File: src/verilog/lmes_params.svh
// constants for the link master error status block
`ifndef LMES_PARAMS_SVH
`define LMES_PARAMS_SVH

// register byte offsets
`define LMES_OFF_FLAGS    8'h00
`define LMES_OFF_IRQ_STAT 8'h04
`define LMES_OFF_IRQ_MASK 8'h08
`define LMES_OFF_FINAL    8'h0C
`define LMES_OFF_CTRL     8'h10

// flag bit positions
`define LMES_B_LINK_SOME  0
`define LMES_B_LINK_ALL   1
`define LMES_B_RIO        2
`define LMES_B_UNREG      3
`define LMES_B_SPEED      4
`define LMES_B_MULTI      6
`define LMES_B_SWCHG      8
`define LMES_B_HWERR      15

// valid flag bits; bits 5, 7 and 9..14 always read zero
`define LMES_FLAG_MASK    16'h815F
`define LMES_FLAGS_RST    16'h0000
`define LMES_MASK_RST     16'h0000
`define LMES_FINAL_RST    7'h40

// multi-station permitted range, highest valid speed setting
`define LMES_MULTI_LO     7'h31
`define LMES_MULTI_HI     7'h40
`define LMES_SPEED_MAX    3'h4

// axi responses
`define LMES_RESP_OKAY    2'h0
`define LMES_RESP_SLVERR  2'h2

`endif

File: src/verilog/lmes_pkg.sv
// types for the link master error status block
package lmes_pkg;
  // axi lite slave phases
  typedef enum logic [1:0] {
    LMES_IDLE = 2'h0,
    LMES_RESP = 2'h1
  } lmes_bus_t;
endpackage

File: src/verilog/lmes_sync.sv
// two flip-flop synchroniser for a bus of pin levels
`timescale 1ns/1ps
module lmes_sync #(
  parameter int W = 1
) (
  // clock and reset
  input  wire logic         clock,
  input  wire logic         arst_n,
  // async level in, synchronised level out
  input  wire logic [W-1:0] d,
  output logic      [W-1:0] q
);
  logic [W-1:0] meta_reg; // first stage, read only by second
  logic [W-1:0] meta_next;
  logic [W-1:0] q_next;

  // next values: plain shift
  always_comb begin
    meta_next = d;
    q_next    = meta_reg;
  end

  // registers
  always_ff @(posedge clock or negedge arst_n) begin
    if (!arst_n) begin
      meta_reg <= '0;
      q        <= '0;
    end else begin
      meta_reg <= meta_next;
      q        <= q_next;
    end
  end
endmodule // lmes_sync

File: src/verilog/lmes_top.sv
// error status word of a built-in field network master, axi lite slave
//
// What this block does
// - bit 0 when any link error word set
// - bit 1 when link failed all stations
// - bit 2 when any remote error set
// - bit 3 on unregistered station connected
// - bit 3 self clears at or below final only
// - bit 4 on bad speed, power reset
// - bit 6 multi-station outside 49..64
// - bit 6 multi-station in four-point mode
// - bit 8 when switches differ from power-on
// - bit 8 clears when switches restored
// - bit 15 on loop-back test failure
// - bit 15 clears only on power reset once set
// - keep final station number from configuration
//
// Decided for this implementation: the AXI4-Lite register port and the placing of the registers.
`timescale 1ns/1ps
`include "lmes_params.svh"
module lmes_top import lmes_pkg::*; (
  // clock and reset (arst_n models power reset)
  input  wire logic        clock,
  input  wire logic        arst_n,
  // axi lite write address and data
  input  wire logic [7:0]  s_axi_awaddr,
  input  wire logic        s_axi_awvalid,
  output logic             s_axi_awready,
  input  wire logic [31:0] s_axi_wdata,
  input  wire logic [3:0]  s_axi_wstrb,
  input  wire logic        s_axi_wvalid,
  output logic             s_axi_wready,
  // axi lite write response
  output logic [1:0]       s_axi_bresp,
  output logic             s_axi_bvalid,
  input  wire logic        s_axi_bready,
  // axi lite read
  input  wire logic [7:0]  s_axi_araddr,
  input  wire logic        s_axi_arvalid,
  output logic             s_axi_arready,
  output logic [31:0]      s_axi_rdata,
  output logic [1:0]       s_axi_rresp,
  output logic             s_axi_rvalid,
  input  wire logic        s_axi_rready,
  // error sources from the link engine (async pins)
  input  wire logic [63:0] link_err_map,
  input  wire logic [63:0] rio_err_map,
  input  wire logic        link_all_fail,
  input  wire logic        unreg_seen,
  input  wire logic [6:0]  unreg_station,
  input  wire logic        multi_seen,
  input  wire logic [6:0]  multi_station,
  input  wire logic        loopback_fail,
  // operation switches and speed selector
  input  wire logic [7:0]  op_switches,
  input  wire logic [2:0]  speed_switch,
  input  wire logic        four_point_mode,
  // interrupt
  output logic             irq
);
  // synchronised pin levels
  localparam int SW = 64 + 64 + 1 + 1 + 7 + 1 + 7 + 1 + 8 + 3 + 1;
  logic [SW-1:0] pins_async;
  logic [SW-1:0] pins_s;
  logic [63:0]   link_s, rio_s;
  logic          all_s, unreg_s, multi_s, loop_s, four_s;
  logic [6:0]    unreg_st_s, multi_st_s;
  logic [7:0]    sw_s;
  logic [2:0]    speed_s;

  assign pins_async = {link_err_map, rio_err_map, link_all_fail,
                       unreg_seen, unreg_station, multi_seen,
                       multi_station, loopback_fail, op_switches,
                       speed_switch, four_point_mode};

  // every pin passes two flops before use
  // trade-off: live flag bits lag the pins by two cycles, latched ones by three, in return
  // every field is free of metastability when it is read
  lmes_sync #(.W(SW)) u_sync (
    .clock  (clock),
    .arst_n (arst_n),
    .d      (pins_async),
    .q      (pins_s)
  );

  // unpack in the same order as packed above
  assign {link_s, rio_s, all_s, unreg_s, unreg_st_s, multi_s,
          multi_st_s, loop_s, sw_s, speed_s, four_s} = pins_s;

  // state
  logic [15:0] sticky_reg, sticky_next;   // power-reset-only flags
  logic [15:0] flags;                     // visible error word
  logic [7:0]  sw_base_reg, sw_base_next; // switches at power on
  logic        armed_reg, armed_next;     // power-on capture done
  logic [1:0]  fill_reg, fill_next;       // sync stages filled
  logic [6:0]  final_reg, final_next;     // final station number
  logic [15:0] istat_reg, istat_next;     // sticky interrupt status
  logic [15:0] imask_reg, imask_next;     // interrupt mask
  logic [15:0] flags_prev_reg;            // for rising edge events
  logic [15:0] rise;

  // bus state
  lmes_bus_t   wst_reg, wst_next, rst_reg, rst_next;
  logic        aw_got_reg, aw_got_next, w_got_reg, w_got_next;
  logic [7:0]  awaddr_reg, awaddr_next;
  logic [31:0] wdata_reg, wdata_next;
  logic [3:0]  wstrb_reg, wstrb_next;
  logic [1:0]  bresp_reg, bresp_next, rresp_reg, rresp_next;
  logic [31:0] rdata_reg, rdata_next;
  logic        wr_fire;

  // visible flags: live conditions or latched ones
  always_comb begin
    flags = `LMES_FLAGS_RST;
    flags[`LMES_B_LINK_SOME] = |link_s;
    flags[`LMES_B_LINK_ALL]  = all_s;
    flags[`LMES_B_RIO]       = |rio_s;
    // at or below final station: follows the cause directly
    flags[`LMES_B_UNREG] = (unreg_s && unreg_st_s <= final_reg) ||
                           sticky_reg[`LMES_B_UNREG];
    flags[`LMES_B_SPEED] = sticky_reg[`LMES_B_SPEED];
    flags[`LMES_B_MULTI] = sticky_reg[`LMES_B_MULTI];
    flags[`LMES_B_SWCHG] = armed_reg && (sw_s != sw_base_reg);
    flags[`LMES_B_HWERR] = sticky_reg[`LMES_B_HWERR];
    flags = flags & `LMES_FLAG_MASK;
  end

  // latched flags: set only; power reset is the one clear
  // a stray glitch on a pin sticks until power reset, so the
  // sources must be clean whenever they are sampled
  always_comb begin
    sticky_next = sticky_reg;
    if (unreg_s && unreg_st_s > final_reg)
      sticky_next[`LMES_B_UNREG] = 1'b1;
    if (armed_reg && speed_s > `LMES_SPEED_MAX)
      sticky_next[`LMES_B_SPEED] = 1'b1;
    if (multi_s && (multi_st_s < `LMES_MULTI_LO ||
                    multi_st_s > `LMES_MULTI_HI))
      sticky_next[`LMES_B_MULTI] = 1'b1;
    if (multi_s && four_s)
      sticky_next[`LMES_B_MULTI] = 1'b1;
    if (loop_s)
      sticky_next[`LMES_B_HWERR] = 1'b1;
    // power-on capture waits until both sync stages hold the pins;
    // they clear on reset, so an early capture would record zeros
    // and raise the switch-change flag for no reason
    fill_next    = {fill_reg[0], 1'b1};
    armed_next   = fill_reg[1];
    sw_base_next = armed_reg ? sw_base_reg : sw_s;
  end

  // interrupt status: rising flags set, write one clears; set wins
  // a flag that stays high raises its status bit only once
  // a write fires one cycle after both halves are held, so the
  // response never overlaps the register update
  assign rise = flags & ~flags_prev_reg;
  assign wr_fire = aw_got_reg && w_got_reg && wst_reg == LMES_IDLE;
  always_comb begin
    istat_next = istat_reg;
    imask_next = imask_reg;
    final_next = final_reg;
    if (wr_fire && wstrb_reg[0] && wstrb_reg[1]) begin
      case (awaddr_reg)
        `LMES_OFF_IRQ_STAT: istat_next = istat_reg & ~wdata_reg[15:0];
        `LMES_OFF_IRQ_MASK: imask_next = wdata_reg[15:0] & `LMES_FLAG_MASK;
        default: ;
      endcase
    end
    // final station from stored configuration, software loaded
    if (wr_fire && wstrb_reg[0] && awaddr_reg == `LMES_OFF_FINAL)
      final_next = wdata_reg[6:0];
    istat_next = istat_next | rise;
  end

  // write channel: take aw and w in either order, then respond
  always_comb begin
    wst_next    = wst_reg;
    aw_got_next = aw_got_reg;
    w_got_next  = w_got_reg;
    awaddr_next = awaddr_reg;
    wdata_next  = wdata_reg;
    wstrb_next  = wstrb_reg;
    bresp_next  = bresp_reg;
    if (s_axi_awvalid && s_axi_awready) begin
      aw_got_next = 1'b1;
      awaddr_next = s_axi_awaddr;
    end
    if (s_axi_wvalid && s_axi_wready) begin
      w_got_next = 1'b1;
      wdata_next = s_axi_wdata;
      wstrb_next = s_axi_wstrb;
    end
    case (wst_reg)
      LMES_IDLE: begin
        if (wr_fire) begin
          aw_got_next = 1'b0;
          w_got_next  = 1'b0;
          wst_next    = LMES_RESP;
          case (awaddr_reg)
            `LMES_OFF_IRQ_STAT, `LMES_OFF_IRQ_MASK,
            `LMES_OFF_FINAL: bresp_next = `LMES_RESP_OKAY;
            // flag word is read only
            default: bresp_next = `LMES_RESP_SLVERR;
          endcase
        end
      end
      LMES_RESP: begin
        if (s_axi_bready)
          wst_next = LMES_IDLE;
      end
      default: wst_next = LMES_IDLE;
    endcase
  end

  // read channel: one cycle decode, hold until rready
  always_comb begin
    rst_next   = rst_reg;
    rdata_next = rdata_reg;
    rresp_next = rresp_reg;
    case (rst_reg)
      LMES_IDLE: begin
        // flags are sampled at the address edge; a later change
        // shows up on the next read
        if (s_axi_arvalid) begin
          rst_next   = LMES_RESP;
          rresp_next = `LMES_RESP_OKAY;
          case (s_axi_araddr)
            `LMES_OFF_FLAGS:    rdata_next = {16'h0000, flags};
            `LMES_OFF_IRQ_STAT: rdata_next = {16'h0000, istat_reg};
            `LMES_OFF_IRQ_MASK: rdata_next = {16'h0000, imask_reg};
            `LMES_OFF_FINAL:    rdata_next = {25'h0000000, final_reg};
            default: begin
              rdata_next = 32'h00000000;
              rresp_next = `LMES_RESP_SLVERR;
            end
          endcase
        end
      end
      LMES_RESP: begin
        if (s_axi_rready)
          rst_next = LMES_IDLE;
      end
      default: rst_next = LMES_IDLE;
    endcase
  end

  // handshake outputs
  // ready and valid come from state; payloads come from registers
  assign s_axi_awready = !aw_got_reg && wst_reg == LMES_IDLE;
  assign s_axi_wready  = !w_got_reg && wst_reg == LMES_IDLE;
  assign s_axi_bvalid  = wst_reg == LMES_RESP;
  assign s_axi_bresp   = bresp_reg;
  assign s_axi_arready = rst_reg == LMES_IDLE;
  assign s_axi_rvalid  = rst_reg == LMES_RESP;
  assign s_axi_rdata   = rdata_reg;
  assign s_axi_rresp   = rresp_reg;

  // registers
  // everything but final_reg (loaded with 7'h40) clears on power reset; that reset is the only way
  // the latched flags and the switch baseline are renewed
  always_ff @(posedge clock or negedge arst_n) begin
    if (!arst_n) begin
      sticky_reg     <= `LMES_FLAGS_RST;
      sw_base_reg    <= 8'h00;
      armed_reg      <= 1'b0;
      fill_reg       <= 2'h0;
      final_reg      <= `LMES_FINAL_RST;
      istat_reg      <= `LMES_FLAGS_RST;
      imask_reg      <= `LMES_MASK_RST;
      flags_prev_reg <= `LMES_FLAGS_RST;
      irq            <= 1'b0;
      wst_reg        <= LMES_IDLE;
      rst_reg        <= LMES_IDLE;
      aw_got_reg     <= 1'b0;
      w_got_reg      <= 1'b0;
      awaddr_reg     <= 8'h00;
      wdata_reg      <= 32'h00000000;
      wstrb_reg      <= 4'h0;
      bresp_reg      <= `LMES_RESP_OKAY;
      rresp_reg      <= `LMES_RESP_OKAY;
      rdata_reg      <= 32'h00000000;
    end else begin
      sticky_reg     <= sticky_next;
      sw_base_reg    <= sw_base_next;
      armed_reg      <= armed_next;
      fill_reg       <= fill_next;
      final_reg      <= final_next;
      istat_reg      <= istat_next;
      imask_reg      <= imask_next;
      flags_prev_reg <= flags;
      irq            <= |(istat_next & imask_next);
      wst_reg        <= wst_next;
      rst_reg        <= rst_next;
      aw_got_reg     <= aw_got_next;
      w_got_reg      <= w_got_next;
      awaddr_reg     <= awaddr_next;
      wdata_reg      <= wdata_next;
      wstrb_reg      <= wstrb_next;
      bresp_reg      <= bresp_next;
      rresp_reg      <= rresp_next;
      rdata_reg      <= rdata_next;
    end
  end
endmodule // lmes_top

File: config.mk
export PLATFORM = sky130hd
export DESIGN_NAME = lmes_top
export DESIGN_NICKNAME = d
export VERILOG_FILES = /design/src/verilog/lmes_pkg.sv /design/src/verilog/lmes_sync.sv /design/src/verilog/lmes_top.sv
export VERILOG_INCLUDE_DIRS = /design/src /design/src/verilog
export SDC_FILE = /design/constraint.sdc
export NUM_CORES = 1
export LEC_CHECK = 0
export BUFFER_PORTS_ARGS = -buffer_cell sky130_fd_sc_hd__buf_2
export CELL_PAD_IN_SITES_DETAIL_PLACEMENT = 1
export CELL_PAD_IN_SITES_GLOBAL_PLACEMENT = 1
export CORE_ASPECT_RATIO = 2
export CORE_UTILIZATION = 48
export CTS_BUF_LIST = sky130_fd_sc_hd__clkbuf_2
export DETAILED_ROUTE_END_ITERATION = 8
export GPL_TIMING_DRIVEN = 0
export PLACE_DENSITY_LB_ADDON = 0.12
export SYNTH_ARGS = -nofsm -noshare
export SYNTH_HDL_FRONTEND = slang
export SYNTH_HIERARCHICAL = 1
export SYNTH_SLANG_ARGS = --single-unit
File: constraint.sdc
create_clock -name clock -period 4.38 [get_ports clock]
set_input_delay 1.095 -clock clock [delete_from_list [all_inputs] [get_ports clock]]
set_output_delay 1.095 -clock clock [all_outputs]
set_load 0.005 [all_outputs]
==> metrics.log <==
[metrics] status: complete, no violations
[metrics] Fin Hold WS: 0.154 ns
[metrics] initial drt markers: 196
[metrics] final slew viol count: 0
[metrics] FP Rows: 85
[metrics] overall overflow remaining after global route: 0
[metrics] vertical die dimension: 235 um
[metrics] Post-CTS Hold Fix Bufs: 0
[metrics] commonest cells after routing, fill and taps aside: 426 x sky130_fd_sc_hd__dfrtp_1, 221 x sky130_fd_sc_hd__buf_2, 123 x sky130_fd_sc_hd__clkbuf_2
[metrics] transition time at the pin with the least slew margin: approximately 0.91 ns
[metrics] startpoint type of the worst setup path: register
[metrics] DR pass1 iterations: 4
[metrics] path type of the worst setup path: register to output pin
[metrics] setup total negative slack: 0 ns
[metrics] die footprint: 27900 um^2
[metrics] via total after detailed routing: 7160
[metrics] HPWL reported at the end of detailed placement: about 18000 um
[metrics] largest net degree at the start of global routing: about 140
[metrics] core area: 26800 um^2
[metrics] Max Clock Skew: 0.0493 ns
[metrics] Total Wirelength: 25300 um
[metrics] number of enable flip-flop cells after synthesis: 0
[metrics] leakage power summed over all cells: between 7 and 8 nW
[metrics] antenna violations before repair: 9
[metrics] count of different cell masters after synthesis: 48
[metrics] part of the cycle the worst path needs: 60.6%
[metrics] average wire per cell in the routed design: 16.8 um
[metrics] crit-path max FO: 5
[metrics] sequential fraction of the synthesis area: 81.8%
[metrics] mean area per synthesized cell: 17.2 um^2
[metrics] Buffers on Ports: 222
[metrics] number of instances in the placed design: 1350
[metrics] count of final hold-check violations: 0
[metrics] Hold/Removal Path Class: input port to asynchronous set/reset pin
[metrics] Final nets: 1315
[metrics] timing-limited maximum frequency: approximately 380 MHz
[metrics] CP endpoint kind: output pin
[metrics] Sink Count: 427
[metrics] cells on worst reg2reg path: 6
[metrics] number of clock buffers inserted by TritonCTS: 87
[metrics] clk root buf: sky130_fd_sc_hd__clkbuf_2
[metrics] unrepaired setup endpoints after global routing: no
[metrics] maximum level of the CTS H-tree: 3
[metrics] flops & latches, synth: 427
[metrics] number of setup violations in the final report: 0
[metrics] number of antenna-violating nets in the routed design: 0
[metrics] starting utilization of the core area: 48.8%
[metrics] Finished Core Util: 58.2%
[metrics] Tot Pwr: around 7.3 mW
[metrics] global-route wire length before repair: between 40000 and 50000 um
[metrics] non-filler cells in the finished layout: between 1500 and 2000
[metrics] Syn Inst Count: 760
[metrics] clock slew at the register clock pins of the worst setup and hold paths: 0.10 ns
[metrics] async set-or-reset flop fraction in the synthesized netlist: 100%
[metrics] Global Route Usage Sum: 19.9%
[metrics] width of the chip: between 100 and 150 um
[metrics] power density relative to cell area: 469 nW/um^2
[metrics] via count of the first global-routing pass: 8545
[metrics] most frequent standard cell in the layout excluding fill and tap cells: sky130_fd_sc_hd__dfrtp_1
[metrics] Max Cap Violations: 0
[metrics] signed area change from the synthesized netlist to the final layout: 19.3%
[metrics] Max-slew headroom: 39.7%
[metrics] share of final-layout standard cells stronger than drive strength 1: 37.9%
[metrics] worst-skew pair later-pin latency: 0.90 ns
[metrics] ys flop type: sky130_fd_sc_hd__dfrtp_1
[metrics] maximum clock insertion buffer count: 3
[metrics] number of buffers inserted by post-CTS setup repair: 0
[metrics] count of boundary I/O pins: 259
[metrics] TritonCTS clock tree: built
[metrics] synthesized cell area: between 10000 and 15000 um^2
[metrics] time the worst path needs with I/O delays and setup: about 2.7 ns
[metrics] count of synthesis-stage warnings from yosys: 6
[metrics] Final GP Congestion: 0.757
[metrics] post-cts gate resize count: 0
[metrics] Vias/cell: between 4 and 5
[metrics] worst-case vdd ir drop: 0.262 mV
[metrics] DRC violations left: 0
[metrics] data arrival time at the worst-slack endpoint: 1.56 ns
[metrics] CP Data Required Time: ~3.3 ns
-- synthesized netlist by cell type, drive strengths merged (2+ instances only) --
cell type	count	area [um^2]
a21boi	10	75.1
a21o	3	22.5
a21oi	15	75.1
a221oi	2	23.8
a22o	3	26.3
a22oi	10	75.1
a2bb2oi	3	45.0
and2	10	62.6
buf	21	161
clkbuf	10	37.5
conb	2	7.51
dfrtp	426	10700
ha	7	87.6
inv	25	93.8
mux2	48	544
mux2i	8	80.1
mux4	3	67.6
nand2	32	120
nand3	6	30.0
nand4	14	93.8
nor2	10	40.0
nor2b	4	25.0
nor3	2	10.0
nor4	38	238
o21a	4	30.0
o21ai	15	75.1
o22ai	2	12.5
o31ai	7	52.6
or2	2	12.5
xor2	8	70.1
-- worst max-delay path, cell delays in order (launching register included) --
cell                      delay [ns]
sky130_fd_sc_hd__dfrtp_1        0.44
sky130_fd_sc_hd__nor2_1         0.12
sky130_fd_sc_hd__buf_2          0.12
-- where the power goes --
part | total, mW | internal [mW] | leakage [nW] | switching [mW]
Clock | 2.28 | 0.924 | 0.596 | 1.36
Sequential | 4.44 | 4.26 | 5.03 | 0.189
Combinational | 0.589 | 0.313 | 1.94 | 0.276
-- path summary, 6_finish.rpt --
check | startpoint | to | slack [ns]
setup / recovery | w_got_reg | s_axi_wready | 1.73
hold / removal | arst_n | wdata_reg[7] | 0.15
setup reg to reg | u_sync/q[100] | irq | 1.91
hold reg to reg | u_sync/meta_reg[39] | u_sync/q[39] | 0.32
max in group asynchronous | arst_n | fill_reg[0] | 2.75
min in group clock | rio_err_map[20] | u_sync/meta_reg[50] | 0.27
-- per-layer routing --
| layer | part of all wire [%] | GRT usage [%] |
|---|---|---|
| met1 | 31 | 17.8 |
| met2 | 60 | 38.1 |
| met3 | 6.0 | 6.49 |
| met4 | 3.4 | 11.0 |
| met5 | 0.13 | 0 |
-- cells by family (layout without fill, tap and decap cells) --
logic type	count (synthesis)	count (layout)	synth area share, %
buffers and inverters	56	431	2.24
xor gates and xnor gates	8	8	0.536
and+or+nand+nor	123	123	5.25
adders and majority gates	7	7	0.670
AOI/OAI and AO/OA	78	78	4.18
other	2	26	0.0575
muxes	59	59	5.29
DFF	427	427	81.8
-- metrics by stage --
step | instance area, um^2 | setup slack (ns)
global placement | 14700 | -5.63
CTS | 15600 | 1.57
global route | 15600 | 1.54
floorplan | 13100 | 2.01
detailed placement | 14800 | 1.31
finish | 15600 | 1.73
-- layout make-up --
cell class                 count  area (um^2)
fill                        2697        11200
sequential                   427        10700
multi-input combinational    294         2150
timing repair buffer         225         1200
clock buffer                 123          616
tap                          348          435
buffer                        31          199
clock inverter                27          183
inverter                      25         93.8
antenna                        7         17.5
(Power assumes the default switching activity.)
